`config.mk`:
```
export PLATFORM = sky130hd
export DESIGN_NAME = slt_link_core
export DESIGN_NICKNAME = d
export VERILOG_FILES = /design/src/verilog/slt_symbol_codec.v /design/src/verilog/slt_link_core.v
export VERILOG_INCLUDE_DIRS = /design/src /design/src/verilog
export SDC_FILE = /design/constraint.sdc
export NUM_CORES = 1
export LEC_CHECK = 0
export ABC_AREA = 1
export BUFFER_PORTS_ARGS = -buffer_cell sky130_fd_sc_hd__clkbuf_2
export CAP_MARGIN = 20
export CORE_ASPECT_RATIO = 0.7
export CORE_MARGIN = 2
export CORE_UTILIZATION = 60
export CTS_BUF_LIST = sky130_fd_sc_hd__clkbuf_16
export DETAILED_ROUTE_END_ITERATION = 7
export PLACE_DENSITY = 0.83
export SKIP_CTS_REPAIR_TIMING = 1
export SLEW_MARGIN = 10
export SYNTH_ARGS = -nofsm -noshare
export SYNTH_HDL_FRONTEND = slang
export SYNTH_HIERARCHICAL = 1
export SYNTH_SLANG_ARGS = --single-unit
```
`constraint.sdc`:
```
create_clock -name core_clk_i -period 8.7 [get_ports core_clk_i]
set_input_delay 1.305 -clock core_clk_i [delete_from_list [all_inputs] [get_ports core_clk_i]]
set_output_delay 1.305 -clock core_clk_i [all_outputs]
set_load 0.005 [all_outputs]
```
`src/verilog/slt_link_regs.vh`:
```
// constants for the serial link transmit control and receive framer
// assumes a 20 MHz core clock that also stands in for the bit clock
`ifndef SLT_LINK_REGS_VH
`define SLT_LINK_REGS_VH

// wishbone register byte offsets
`define SLT_OFS_CTRL 8'h00
`define SLT_OFS_STATUS 8'h04
`define SLT_OFS_RXCHAR 8'h08

// control register fields
`define SLT_CTRL_SPEED 0
`define SLT_CTRL_RANGE 1
`define SLT_CTRL_FIFO_BYP_N 2
`define SLT_CTRL_ENC_BYP_N 3
`define SLT_CTRL_WIDTH 4
`define SLT_CTRL_LOOPBACK 5
`define SLT_CTRL_PORT_B 6
`define SLT_CTRL_REFRAME 7
`define SLT_CTRL_WIDTH_BITS 8
`define SLT_CTRL_RESET 8'h9c

// status register fields
`define SLT_STAT_FAULT 0
`define SLT_STAT_ON_REF 1
`define SLT_STAT_FRAMED 2
`define SLT_STAT_EFF_RANGE 3
`define SLT_STAT_MULT_LSB 4

// bit clock multiplier codes (x2.5, x5, x10 of reference)
`define SLT_MULT_X2P5 2'h0
`define SLT_MULT_X5 2'h1
`define SLT_MULT_X10 2'h2

// character lengths in bits, minus one, and half lengths
`define SLT_LEN_NARROW_M1 4'h9
`define SLT_LEN_WIDE_M1 4'hb
`define SLT_HALF_NARROW 4'h5
`define SLT_HALF_WIDE 4'h6

// sync fill characters, first bit sent in bit 0
`define SLT_SYNC_SHORT 10'h238
`define SLT_SYNC_LONG 12'hc71

`endif

```
`src/verilog/slt_symbol_codec.v`:
```
// block code encoder and decoder for one character
// assumes a 4b/5b nibble code, widened to 5b/6b for 12-bit characters
`timescale 1ns/10ps
`default_nettype none
`include "slt_link_regs.vh"

module slt_symbol_codec (
  input wire wide_i,
  input wire [9:0] enc_word_i,
  input wire [11:0] dec_char_i,
  output reg [11:0] enc_char_o,
  output reg [9:0] dec_word_o,
  output reg dec_cmd_o,
  output reg dec_bad_o
);

  // nibble to five-bit symbol
  function [4:0] enc5;
    input [3:0] n;
    begin
      case (n)
        4'h0: enc5 = 5'h1e;
        4'h1: enc5 = 5'h09;
        4'h2: enc5 = 5'h14;
        4'h3: enc5 = 5'h15;
        4'h4: enc5 = 5'h0a;
        4'h5: enc5 = 5'h0b;
        4'h6: enc5 = 5'h0e;
        4'h7: enc5 = 5'h0f;
        4'h8: enc5 = 5'h12;
        4'h9: enc5 = 5'h13;
        4'ha: enc5 = 5'h16;
        4'hb: enc5 = 5'h17;
        4'hc: enc5 = 5'h1a;
        4'hd: enc5 = 5'h1b;
        4'he: enc5 = 5'h1c;
        default: enc5 = 5'h1d;
      endcase
    end
  endfunction

  // five-bit symbol to {invalid, nibble}
  function [4:0] dec5;
    input [4:0] s;
    begin
      case (s)
        5'h1e: dec5 = 5'h00;
        5'h09: dec5 = 5'h01;
        5'h14: dec5 = 5'h02;
        5'h15: dec5 = 5'h03;
        5'h0a: dec5 = 5'h04;
        5'h0b: dec5 = 5'h05;
        5'h0e: dec5 = 5'h06;
        5'h0f: dec5 = 5'h07;
        5'h12: dec5 = 5'h08;
        5'h13: dec5 = 5'h09;
        5'h16: dec5 = 5'h0a;
        5'h17: dec5 = 5'h0b;
        5'h1a: dec5 = 5'h0c;
        5'h1b: dec5 = 5'h0d;
        5'h1c: dec5 = 5'h0e;
        5'h1d: dec5 = 5'h0f;
        default: dec5 = 5'h10;
      endcase
    end
  endfunction

  reg [4:0] lo_d;
  reg [4:0] hi_d;

  // encode: two symbols, 6-bit symbols carry a balancing top bit
  always @*
  begin
    if (wide_i)
    begin
      enc_char_o = {~enc_word_i[9], enc_word_i[9:5],
                    ~enc_word_i[4], enc_word_i[4:0]};
    end
    else
    begin
      enc_char_o = {2'h0, enc5(enc_word_i[7:4]), enc5(enc_word_i[3:0])};
    end
  end

  // decode, sync characters report as command code zero
  always @*
  begin
    lo_d = dec5(dec_char_i[4:0]);
    hi_d = dec5(dec_char_i[9:5]);
    dec_cmd_o = 1'b0;
    dec_word_o = 10'h000;
    dec_bad_o = 1'b0;
    if (wide_i)
    begin
      if (dec_char_i == `SLT_SYNC_LONG)
        dec_cmd_o = 1'b1;
      else
      begin
        dec_word_o = {dec_char_i[10:6], dec_char_i[4:0]};
        dec_bad_o = (dec_char_i[11] == dec_char_i[10]) |
                    (dec_char_i[5] == dec_char_i[4]);
      end
    end
    else if (dec_char_i[9:0] == `SLT_SYNC_SHORT)
      dec_cmd_o = 1'b1;
    else
    begin
      dec_word_o = {2'h0, hi_d[3:0], lo_d[3:0]};
      dec_bad_o = lo_d[4] | hi_d[4];
    end
  end

endmodule // slt_symbol_codec

`default_nettype wire

```
`src/verilog/slt_link_core.v`:
```
// transmit control and receive front path of a serial link transceiver
// assumes one core clock per serial bit, wishbone classic register access,
// and external fifos that show their head word before a read
//
// Behaviour
// - speed and range set the bit clock multiplier
// - slow speed in fifo bypass forces range low
// - bypass: input register feeds the pipeline register
// - no accepted word sends sync command fill
// - encoder and fifo bypassed: raw sync to shifter
// - encoder bypassed, fifo empty: raw sync too
// - halt only obeyed with the fifo enabled
// - halt stops fifo reads at next character
// - receive from port a, port b or loopback
// - link valid needs amplitude, transitions, frequency, carrier
// - fault output changes only at receive character slots
// - clock recovery falls back to reference off-frequency
// - free counter divides bits into characters
// - framer searches every bit offset for sync
// - reframe enable gates boundary realignment
// - realign by shifting position, never the clock
// - decoder gives code and command/data flag
// - invalid or disparity errors raise violation output
// - decoder bypass passes framed character unchanged
// - encoder bypass sends pre-coded characters unmodified
// - shifter sends lsb first as nrzi
`timescale 1ns/10ps
`default_nettype none
`include "slt_link_regs.vh"

module slt_link_core (
  input wire core_clk_i,
  input wire reset_i,
  input wire wb_cyc_i,
  input wire wb_stb_i,
  input wire wb_we_i,
  input wire [7:0] wb_adr_i,
  input wire [3:0] wb_sel_i,
  input wire [31:0] wb_dat_i,
  output reg [31:0] wb_dat_o,
  output reg wb_ack_o,
  input wire transmit_halt_i,
  input wire [11:0] transmit_word_bus_i,
  input wire transmit_word_enable_i,
  input wire transmit_fifo_full_flag_i,
  input wire tx_fifo_empty_i,
  input wire [11:0] tx_fifo_word_i,
  output wire tx_fifo_read_o,
  output wire serial_out_o,
  input wire serial_input_port_a_i,
  input wire serial_input_port_b_i,
  input wire amplitude_ok_i,
  input wire transition_ok_i,
  input wire freq_in_range_i,
  input wire carrier_detect_i,
  output wire link_fault_indicator_o,
  output wire receive_clock_o,
  output reg [11:0] rx_word_o,
  output reg rx_word_valid_o,
  output reg receive_command_data_flag_o,
  output reg violation_output_o
);

  reg [7:0] ctrl_r;
  reg [3:0] tx_cnt_r;
  reg [3:0] rx_cnt_r;
  reg [11:0] in_word_r;
  reg in_valid_r;
  reg [11:0] tx_shift_r;
  reg line_r;
  reg rx_prev_r;
  reg [23:0] rx_shift_r;
  reg [3:0] align_r;
  reg framed_r;
  reg fault_r;
  reg receive_clock_r;
  reg [11:0] tx_char_nxt;
  reg tx_take_fifo;
  reg [1:0] mult_code;
  reg [11:0] rx_char;
  reg [31:0] rd_data;
  reg rx_sel_r;
  reg rx_lb_r;

  wire speed_select = ctrl_r[`SLT_CTRL_SPEED];
  wire range_select = ctrl_r[`SLT_CTRL_RANGE];
  wire fifo_bypass_n = ctrl_r[`SLT_CTRL_FIFO_BYP_N];
  wire encoder_bypass_n = ctrl_r[`SLT_CTRL_ENC_BYP_N];
  wire width_select = ctrl_r[`SLT_CTRL_WIDTH];
  wire loopback_control = ctrl_r[`SLT_CTRL_LOOPBACK];
  wire port_select = ctrl_r[`SLT_CTRL_PORT_B];
  wire reframe_enable = ctrl_r[`SLT_CTRL_REFRAME];

  // 12-bit characters when width select is low
  wire wide = ~width_select;
  wire [3:0] len_m1 = wide ? `SLT_LEN_WIDE_M1 : `SLT_LEN_NARROW_M1;
  wire [3:0] half_len = wide ? `SLT_HALF_WIDE : `SLT_HALF_NARROW;
  wire tx_slot = (tx_cnt_r == len_m1);
  wire rx_slot = (rx_cnt_r == len_m1);

  // range forced low at slow speed with fifos bypassed
  wire eff_range = range_select & ~(~speed_select & ~fifo_bypass_n);

  // bit clock multiplier from speed and effective range
  always @*
  begin
    case ({speed_select, eff_range})
      2'b01: mult_code = `SLT_MULT_X2P5;
      2'b10: mult_code = `SLT_MULT_X10;
      default: mult_code = `SLT_MULT_X5;
    endcase
  end

  // wishbone decode
  wire wb_req = wb_cyc_i & wb_stb_i & ~wb_ack_o;
  wire wb_wr = wb_req & wb_we_i & wb_sel_i[0];

  // read mux, unmapped offsets read zero
  always @*
  begin
    case (wb_adr_i)
      `SLT_OFS_CTRL: rd_data = {24'h000000, ctrl_r};
      `SLT_OFS_STATUS: rd_data = {26'h0000000, mult_code, eff_range,
                                  framed_r, ~freq_in_range_i, fault_r};
      `SLT_OFS_RXCHAR: rd_data = {18'h00000, violation_output_o,
                                  receive_command_data_flag_o, rx_word_o};
      default: rd_data = 32'h00000000;
    endcase
  end

  // ack one cycle after request, control register write
  always @(posedge core_clk_i)
  begin
    if (reset_i)
    begin
      wb_ack_o <= 1'b0;
      wb_dat_o <= 32'h00000000;
      ctrl_r <= `SLT_CTRL_RESET;
    end
    else
    begin
      wb_ack_o <= wb_req;
      wb_dat_o <= rd_data;
      if (wb_wr && wb_adr_i == `SLT_OFS_CTRL)
        ctrl_r <= wb_dat_i[7:0];
    end
  end

  // input register catches each enabled word in fifo bypass while the full flag is low
  wire in_accept = ~fifo_bypass_n & transmit_word_enable_i &
                   ~transmit_fifo_full_flag_i;

  // halt ignored unless the fifo is in use
  wire halt_eff = fifo_bypass_n & transmit_halt_i;

  // fifo read only at a character slot and not halted
  always @*
  begin
    tx_take_fifo = fifo_bypass_n & tx_slot & ~tx_fifo_empty_i & ~halt_eff;
  end
  assign tx_fifo_read_o = tx_take_fifo;

  wire [11:0] tx_word = fifo_bypass_n ? tx_fifo_word_i : in_word_r;
  wire tx_have = fifo_bypass_n ? tx_take_fifo : in_valid_r;
  wire [11:0] enc_char;
  wire [9:0] dec_word;
  wire dec_cmd;
  wire dec_bad;

  slt_symbol_codec u_codec (
    .wide_i(wide),
    .enc_word_i(tx_word[9:0]),
    .dec_char_i(rx_char),
    .enc_char_o(enc_char),
    .dec_word_o(dec_word),
    .dec_cmd_o(dec_cmd),
    .dec_bad_o(dec_bad)
  );

  // choose the character for the next slot
  always @*
  begin
    if (tx_have)
    begin
      if (!encoder_bypass_n)
        tx_char_nxt = wide ? tx_word : {2'h0, tx_word[9:0]};
      else
        tx_char_nxt = enc_char;
    end
    else
    begin
      // sync fill; pattern is the coded command
      tx_char_nxt = wide ? `SLT_SYNC_LONG : {2'h0, `SLT_SYNC_SHORT};
    end
  end

  // transmit slot counter, input register and pipeline shifter
  always @(posedge core_clk_i)
  begin
    if (reset_i)
    begin
      tx_cnt_r <= 4'h0;
      in_word_r <= 12'h000;
      in_valid_r <= 1'b0;
      tx_shift_r <= 12'h000;
      line_r <= 1'b0;
    end
    else
    begin
      tx_cnt_r <= tx_slot ? 4'h0 : tx_cnt_r + 4'h1;
      // newest accepted word waits for the slot
      if (in_accept)
      begin
        in_word_r <= transmit_word_bus_i;
        in_valid_r <= 1'b1;
      end
      else if (tx_slot)
        in_valid_r <= 1'b0;
      // lsb first, a one toggles the line
      line_r <= line_r ^ tx_shift_r[0];
      if (tx_slot)
        tx_shift_r <= tx_char_nxt;
      else
        tx_shift_r <= {1'b0, tx_shift_r[11:1]};
    end
  end
  assign serial_out_o = line_r;

  // receive source: loopback, else port a or b
  wire rx_line = loopback_control ? line_r :
                 (port_select ? serial_input_port_b_i : serial_input_port_a_i);

  wire on_ref = ~freq_in_range_i;

  // all four checks for a valid link
  wire link_ok = amplitude_ok_i & transition_ok_i & freq_in_range_i &
                 carrier_detect_i;

  wire sync_hit = wide ? (rx_shift_r[23:12] == `SLT_SYNC_LONG) :
                         (rx_shift_r[23:14] == `SLT_SYNC_SHORT);

  // bits since the found boundary, always below the length
  wire [3:0] delay = (align_r > len_m1) ? 4'h0 : len_m1 - align_r;

  // pick the framed character out of the shift register
  always @*
  begin
    if (wide)
      rx_char = rx_shift_r[(5'd12 - {1'b0, delay}) +: 12];
    else
      rx_char = {2'h0, rx_shift_r[(5'd14 - {1'b0, delay}) +: 10]};
  end

  // receive counter, nrzi decode, framer and decoder output
  always @(posedge core_clk_i)
  begin
    if (reset_i)
    begin
      rx_cnt_r <= 4'h0;
      rx_prev_r <= 1'b0;
      rx_shift_r <= 24'h000000;
      align_r <= 4'h0;
      framed_r <= 1'b0;
      fault_r <= 1'b1;
      receive_clock_r <= 1'b0;
      rx_word_o <= 12'h000;
      rx_word_valid_o <= 1'b0;
      receive_command_data_flag_o <= 1'b0;
      violation_output_o <= 1'b0;
    end
    else
    begin
      // free running divide by ten or twelve
      rx_cnt_r <= rx_slot ? 4'h0 : rx_cnt_r + 4'h1;
      rx_prev_r <= rx_line;
      if (!on_ref)
        rx_shift_r <= {rx_line ^ rx_prev_r, rx_shift_r[23:1]};
      // a port swap ends framing, a same-cycle hit wins
      if (port_select != rx_sel_r || loopback_control != rx_lb_r)
        framed_r <= 1'b0;
      // move the boundary, leave the counter alone
      if (reframe_enable && !on_ref && sync_hit)
      begin
        align_r <= rx_cnt_r;
        framed_r <= 1'b1;
      end
      else if (align_r > len_m1)
        align_r <= 4'h0;
      // receive clock follows the character count in fifo bypass, held low otherwise
      receive_clock_r <= ~fifo_bypass_n & (rx_cnt_r < half_len);
      rx_word_valid_o <= rx_slot;
      if (rx_slot)
      begin
        // fault output moves only with the character clock
        fault_r <= ~link_ok;
        if (!encoder_bypass_n)
        begin
          rx_word_o <= rx_char;
          receive_command_data_flag_o <= 1'b0;
          violation_output_o <= 1'b0;
        end
        else
        begin
          rx_word_o <= {2'h0, dec_word};
          receive_command_data_flag_o <= dec_cmd;
          violation_output_o <= dec_bad;
        end
      end
    end
  end

  // previous source selection, to notice a port switch
  // held in registers declared with the others above
  always @(posedge core_clk_i)
  begin
    if (reset_i)
    begin
      rx_sel_r <= 1'b0;
      rx_lb_r <= 1'b0;
    end
    else
    begin
      rx_sel_r <= port_select;
      rx_lb_r <= loopback_control;
    end
  end

  assign link_fault_indicator_o = fault_r;
  assign receive_clock_o = receive_clock_r;

endmodule // slt_link_core

`default_nettype wire

```
* After elaboration in Yosys (flattened, before gate mapping)
Memory sizes are Yosys's and may differ from the RTL's.
Cells that the tools add are included.
** Storage, ports and cells
- Bits of input ports :: 83
- Output and inout bits :: 52
- RAM bits :: 0
- Memories kept :: 4
- Register bits after elaboration :: 124
- ROM bits :: 480
- Bits in latches :: 0
- Logic and storage cells :: 127
** Cells by class
- Div/mod/pow operators :: 0
- Reduce and logical (&&, ||, !) cells :: 11
- Mux-type cells :: 35
- $add $sub $neg :: 5
- Multipliers :: 0
- Order comparisons :: 2
- Shift operators :: 2
- Bitwise gates (word level) :: 32
- Eq/ne operators :: 14
** Memory list
- (name not given) :: words 32, bits a word 5, read ports 1, clocked after Yosys merged registers in 0, wr ports 0, RTL line slt_symbol_codec.v:46 : case (s)
- (name not given) :: words 32, bits a word 5, read ports 1, clocked after Yosys merged registers in 0, wr ports 0, RTL line slt_symbol_codec.v:46
- (name not given) :: words 16, bits a word 5, read ports 1, clocked after Yosys merged registers in 0, wr ports 0, RTL line slt_symbol_codec.v:21 : case (n)
- (name not given) :: words 16, bits a word 5, read ports 1, clocked after Yosys merged registers in 0, wr ports 0, RTL line slt_symbol_codec.v:21
** Operator list (number)
- 2-to-1 mux 12 bit :: 8
- case mux 14 bit (3 select lines) :: 1
- == test 12 bit (second input constant) :: 2
- indexed part select 24 x 6 -> 10 bit :: 1
- indexed part select 24 x 6 -> 12 bit :: 1
- == test 10 bit (second input constant) :: 2
- 2-to-1 mux 10 bit :: 2
- bitwise AND 1 bit :: 16
- 2-to-1 mux 1 bit :: 16
- 2-to-1 mux 4 bit :: 3
- inverter 1 bit :: 12
- 2-to-1 mux 11 bit :: 1
- subtractor 4 x 4 -> 5 bit (first input constant) :: 2
- adder 4 x 1 -> 4 bit (second input constant) :: 2
- == test 4 bit :: 2
- == test 8 x 3 -> 1 bit (second input constant) :: 1
- == test 8 x 4 -> 1 bit (second input constant) :: 1
- logical NOT 8 bit :: 1
- 2-to-1 mux 8 bit :: 1
- nonzero test 2 bit :: 3
- OR reduction 2 bit :: 3
- greater-than comparator 4 bit :: 1
- less-than comparator 4 x 3 -> 1 bit :: 1
- 2-to-1 mux 2 bit :: 2
- other kinds (10) :: 16

* Depth between registers and ports, before layout
- Word-level depth :: 11
- Gate-level depth with buffers :: 31
- Mapped depth without buffers :: 29

* Cells and area by module
Netlist, hierarchy kept.
** By module, submodules not included
- slt_link_core :: instances 1, sequential area each 2122.0 µm², cells each 968, area an instance 6312.3 µm²
- slt_symbol_codec :: instances 1, sequential area each 0.0 µm², cells each 149, area an instance 805.8 µm²

* Worst setup path before layout
Ideal clock, no wire load.
- Path type :: reg2reg
- Start point :: reg ctrl_r[4]
- End point :: reg rx_word_o[6]
- Slack :: 5.125 ns
- Buffers on the path :: 4
- Setup time :: 0.059 ns
- Clock period less this slack :: 3.575 ns
- Arrival time :: 3.516 ns
- Data required time :: 8.641 ns
- Stages on the path, launching flop included :: 26
- Cell sequence :: dfxtp_1 -> ha_1 -> o21ai_2 -> buf_6 -> buf_4 -> inv_1 -> nor2_1 -> ha_1 -> clkbuf_1 -> inv_1 -> buf_2 -> nand3_1 -> nand2_1 -> nand2_1 -> nand3_1 -> o211ai_1 -> nand2_1 -> inv_1 -> ha_1 -> nand2_1 -> a211o_1 -> o21ai_0 -> nor2_1 -> nor2_1 -> nand2_1 -> nand2_1
** On the way
- Cells in the longest elaborated chain, start to end :: 10
- Elaborated cells on any way between the ends :: 17
- Classes of those cells :: 3 x add/sub; 1 x order compare; 3 x eq/ne; 2 x shift; 7 x mux; 1 x memory
** RTL lines
- from (decl) :: RTL line slt_link_core.v:64 : reg [7:0] ctrl_r;
- from (signal assigned) :: RTL line slt_link_core.v:138 : ctrl_r <= `SLT_CTRL_RESET;
- from (signal assigned) :: RTL line slt_link_core.v:145 : ctrl_r <= wb_dat_i[7:0];
- 2-to-1 mux 2 bit (no source line)
- subtractor 4 bit or greater-than comparator 4 bit (tied branches) :: RTL line slt_link_core.v:243 : wire [3:0] delay = (align_r > len_m1) ? 4'h0 : len_m1 - align_r;
- 2-to-1 mux 4 bit :: RTL line slt_link_core.v:243
- subtractor 4 x 4 -> 5 bit, on equally long branches :: RTL line slt_link_core.v:249, slt_link_core.v:251
- indexed part select 24 x 6 -> 12 bit or indexed part select 24 x 6 -> 10 bit (tied branches) :: RTL line slt_link_core.v:249, slt_link_core.v:251
- 2-to-1 mux 12 bit (*) :: RTL line slt_link_core.v:248 : if (wide)
- net rx_char[6] :: RTL line slt_link_core.v:80 : reg [11:0] rx_char;
- memory read (32 x 5 bit) (tied with other cells)
- 2-to-1 mux 8 bit or 2-to-1 mux 10 bit (tied branches) :: RTL line slt_symbol_codec.v:104, slt_symbol_codec.v:95
- 2-to-1 mux 10 bit (*) :: RTL line slt_symbol_codec.v:93 : if (wide_i)
- net dec_word[6] :: RTL line slt_link_core.v:166 : wire [9:0] dec_word;
- 2-to-1 mux 12 bit (*) :: RTL line slt_link_core.v:296 : if (!encoder_bypass_n)
- to (signal assigned) :: RTL line slt_link_core.v:298 : rx_word_o <= rx_char;
- to (signal assigned) :: RTL line slt_link_core.v:304 : rx_word_o <= {2'h0, dec_word};
- to (decl) :: RTL line slt_link_core.v:58 : output reg [11:0] rx_word_o,
The timed path passes the listed nets; every way through them passes the cells marked *.
A chain may end at the register's enable or synchronous reset.

* Worst setup path in the final report
- Start point :: reg ctrl_r[4]
- End point :: reg rx_word_o[0]
** On the way
- Cells in the longest elaborated chain, start to end :: 10
- Elaborated cells on any way between the ends :: 17
- Classes of those cells :: 3 x add/sub; 1 x order compare; 3 x eq/ne; 2 x shift; 7 x mux; 1 x memory
** RTL lines (RTL line)
- 2-to-1 mux 2 bit (no source line)
- subtractor 4 bit or greater-than comparator 4 bit (tied branches) :: slt_link_core.v:243
- 2-to-1 mux 4 bit :: slt_link_core.v:243
- subtractor 4 x 4 -> 5 bit, on equally long branches :: slt_link_core.v:249, slt_link_core.v:251
- indexed part select 24 x 6 -> 12 bit or indexed part select 24 x 6 -> 10 bit (tied branches) :: slt_link_core.v:249, slt_link_core.v:251
- 2-to-1 mux 12 bit (*) :: slt_link_core.v:248
- net rx_char[6] :: slt_link_core.v:80
- == test 12 bit (no source line) or == test 10 bit (tied branches)
- 2-to-1 mux 10 bit or 2-to-1 mux 8 bit (tied branches) :: slt_symbol_codec.v:95, slt_symbol_codec.v:104
- 2-to-1 mux 10 bit (*) :: slt_symbol_codec.v:93
- net dec_word[0] :: slt_link_core.v:166
- 2-to-1 mux 12 bit (*) :: slt_link_core.v:296
Marked as above.

==> impl_summary.txt <==
----------------------------------------------------
[Outcome]
  Run status ... finished clean

[GRT]
  Pin count of the biggest net entering global routing ... 48
  Number of global-route vias before repair ... 6540
  Initial antenna violation count ... 0
  Total global routing overflow ... 0
  All-layer global routing usage ... 32.1%
  Wire length of the first global-routing pass ... 32.5 mm

[Hold path]
  Kind of path behind the tightest hold check ... reg -> reg

[Final layout]
  Area taken by flip-flops and latches ... 2120 sq um
  Ant. Diodes ... 0
  Final cell utilization of the core ... 66.1%
  Area used by multi-input combinational logic ... 4120 sq um
  Post-route insts no fill ... 1326
  Filler instances ... 1070
  Area growth syn-to-layout ... 8.05%
  Fraction of final layout cells with drive strength greater than 1 ... 12.9%
  Number of nets at the end of the flow ... 1263

[Synthesis]
  Proportion of synthesized chip area in sequential cells ... 29.8%
  Most numerous cell in the Yosys netlist ... sky130_fd_sc_hd__nand2_1
  Top cell type's share of synthesized area ... 29.8%
  Most area-hungry cell type in the Yosys netlist ... sky130_fd_sc_hd__dfxtp_1
  Number of flip-flops and latches in the synthesized netlist ... 106
  Synthesized netlist cell count ... 1117
  Avg Synthesized Cell Area ... 6.37 sq um
  Ranking of synthesized cells by area ... sky130_fd_sc_hd__dfxtp_1, sky130_fd_sc_hd__nand2_1, sky130_fd_sc_hd__nand3_1, sky130_fd_sc_hd__o21ai_0, sky130_fd_sc_hd__inv_1
  Post-synthesis instance area ... 7120 sq um
  Post-synth cell types ... 50
  List of most frequent post-synthesis cells ... sky130_fd_sc_hd__nand2_1, sky130_fd_sc_hd__nand3_1, sky130_fd_sc_hd__inv_1
  Post-synth EDFFs ... 0
  Async set-or-reset flop fraction in the synthesized netlist ... 0%
  Synth warnings ... 6
  Dominant register cell in the synthesized netlist ... sky130_fd_sc_hd__dfxtp_1

[STA]
  Crit path setup slack, layout ... 2.69 ns
  Maximum clock frequency ... 166 MHz
  Tmin final ... 6.01 ns
  Minimum hold slack ... 0.450 ns
  Normalized max-slew margin ... 26.0%
  RSZ-0062 raised after global routing ... false
  Part of the cycle the worst path needs ... 69.1%
  Slew Limit Fails ... 0
  Worst slew pin tran ... 1.10 ns
  Accumulated negative setup slack ... 0 ns
  Number of hold-slack violations in the final timing report ... 0
  Clk_skew ... 0.0116 ns
  Setup Viol. Count Final ... 0

[Detailed routing]
  Ratio of routed vias to standard cells ... 5.83
  Post-detailed-route count of antenna-violating nets ... 0
  Drt first pass iters ... 7
  Number of design rule violations left after detail routing ... 0
  Via count ... 7724
  Iteration-0 DRC count of the detailed router ... 1169
  Wire per inst ... 15.8 um
  Detailed-route wire length ... 21.0 mm

[Clock tree]
  CTS HTree Levels ... 3
  Clock buffers created by TritonCTS ... 9
  Buffer type at the clock tree root ... sky130_fd_sc_hd__clkbuf_16
  Worst skew pair latency ... 0.36 ns
  TritonCTS clock tree ... done
  Maximum count of clock buffers along a single path ... 2
  Clock sinks ... 106
  Clock-pin slew of the registers on the worst-case setup and hold paths ... 0.08 ns

[Die]
  Initial Utilization ... 61.1%
  Die area ... 12800 sq um
  Number of top-level pins ... 135
  Vertical die dimension ... 95.1 um
  FP Rows ... 33
  Core footprint ... 11600 sq um
  Die Wd ... 134 um

[Flow run]
  Count of maximum capacitance violations ... 0

[Pwr]
  Switching component of the power ... 301 uW
  Max IR drop VDD ... 106 uV
  Relative contribution of combinational cells to total power ... 12.0%
  Power per Cell Area ... 136 nW/um^2
  Clock network fraction of design power ... 40.0%
  Switching Share ... 28.8%
  Total internal power ... 744 uW
  Share of total power in sequential cells ... 48.1%
  Leakage power summed over all cells ... 0.00369 uW

[Worst setup path]
  Buf+Inv Stages, Crit Path ... 5
  Crit Path Class ... reg -> reg
  Type of element capturing the critical path ... flop
  Arrival time worst endpoint ... 6.26 ns
  Maximum fanout count along the critical path ... 30
  Maximum cell stage delay along the critical path ... 0.85 ns
  Kind of start point of the critical path ... flop
  Dominant delay contributor by cell family on the critical path ... simple AND/OR/NAND/NOR gates
  Most repeated library cell on the critical path ... sky130_fd_sc_hd__nand2_1
  Required time reported for the critical path endpoint ... 8.96 ns
  CP max-delay cell ... sky130_fd_sc_hd__ha_1

[Placement]
  Number of port buffers ... 89
  HPWL after DPL ... 15.3 mm
  DP Worst Slack ... 2.94 ns
  Post-placement cell count ... 1310
  Global placer's final weighted congestion ... 0.955

----------------------------------------------------
## logic make-up after synthesis
kind of cell,share of synthesized area [%]
AOI/OAI and AO/OA,15.4
other,0.0527
DFF,29.8
adders and majority gates,2.81
xor gates and xnor gates,1.46
muxes,0.563
buffers and inverters,13.2
and+or+nand+nor,36.7
## layout make-up
cell class | count | area share (%)
Tap cell | 157 | 2.55
Timing Repair Buffer | 92 | 6.08
Clock buffer | 9 | 2.93
Clock inverter | 7 | 1.06
Sequential cell | 106 | 27.6
Multi-Input combinational cell | 831 | 53.6
Inverter | 124 | 6.18
## metrics by stage
| stage | power, uW | instance area (sq um) |
|---|---|---|
| final | 1050 | 7690 |
| after global routing | 1090 | 7690 |
| after global placement | 630 | 7380 |
| after detailed placement | 634 | 7380 |
| after floorplan | 605 | 7180 |
| after CTS | 1050 | 7690 |
## worst reg2reg max path: stages, from the launching register on
cell and delay, ns:
sky130_fd_sc_hd__dfxtp_1 0.72, sky130_fd_sc_hd__ha_1 0.29, sky130_fd_sc_hd__o21ai_2 0.05, sky130_fd_sc_hd__buf_4 0.24, sky130_fd_sc_hd__nand2_2 0.45, sky130_fd_sc_hd__inv_1 0.11
sky130_fd_sc_hd__ha_1 0.85, sky130_fd_sc_hd__inv_1 0.62, sky130_fd_sc_hd__nand3_1 0.46, sky130_fd_sc_hd__nand2_1 0.08, sky130_fd_sc_hd__nand2_1 0.07, sky130_fd_sc_hd__nand2_1 0.05
sky130_fd_sc_hd__o211ai_1 0.23, sky130_fd_sc_hd__nand2_1 0.25, sky130_fd_sc_hd__inv_1 0.22, sky130_fd_sc_hd__ha_1 0.18, sky130_fd_sc_hd__nand2_1 0.07, sky130_fd_sc_hd__nor3_2 0.20
sky130_fd_sc_hd__nand2_2 0.08, sky130_fd_sc_hd__nand2_4 0.12, sky130_fd_sc_hd__nand2_2 0.06, sky130_fd_sc_hd__inv_2 0.05, sky130_fd_sc_hd__nor2_1 0.03, sky130_fd_sc_hd__nor2_1 0.20
sky130_fd_sc_hd__nor2_1 0.09, sky130_fd_sc_hd__nand2_1 0.08, sky130_fd_sc_hd__nand2_1 0.05
## final timing paths
path | slack, ns | depth (start not counted) | start | to
setup reg to reg | 2.69 | 26 | ctrl_r[4] | rx_word_o[0]
hold / removal | 0.45 | 2 | in_word_r[10] | in_word_r[10]
hold reg to reg | 0.45 | 2 | in_word_r[10] | in_word_r[10]
setup / recovery | 2.69 | 26 | ctrl_r[4] | rx_word_o[0]
## layer usage
metal	GRT usage, %	part of all wire (%)
met1	47.3	45
met2	45.7	40
met3	8.93	12
met4	8.60	2.0
met5	0	0
## registers in the layout (all words and copies together), names as in the netlist, 4 cells and up
register and flops:
align_r 4, ctrl_r 8, in_word_r 12, rx_cnt_r 4, rx_shift_r 24, rx_word_o 12
tx_cnt_r 4, tx_shift_r 12, wb_dat_o 14
## cells in the final DEF, fill, tap and decap left out, drive strengths merged, types with 12 or more instances in the layout
cell type	n
nor3	12
clkbuf	98
conb	18
a21oi	61
nor2	82
o211ai	13
inv	124
nand3	193
nand2	283
dfxtp	106
ha	16
o21ai	93
## power groups by stage
stage	clock network [uW]	registers, uW	logic, uW
6_report	418	502	125
4_1_cts	424	502	121
3_5_place_dp	0	513	120
5_1_grt	442	504	140
3_3_place_gp	0	513	118
2_1_floorplan	0	511	93.8
Note: power is estimated with default switching activity, not from simulation.
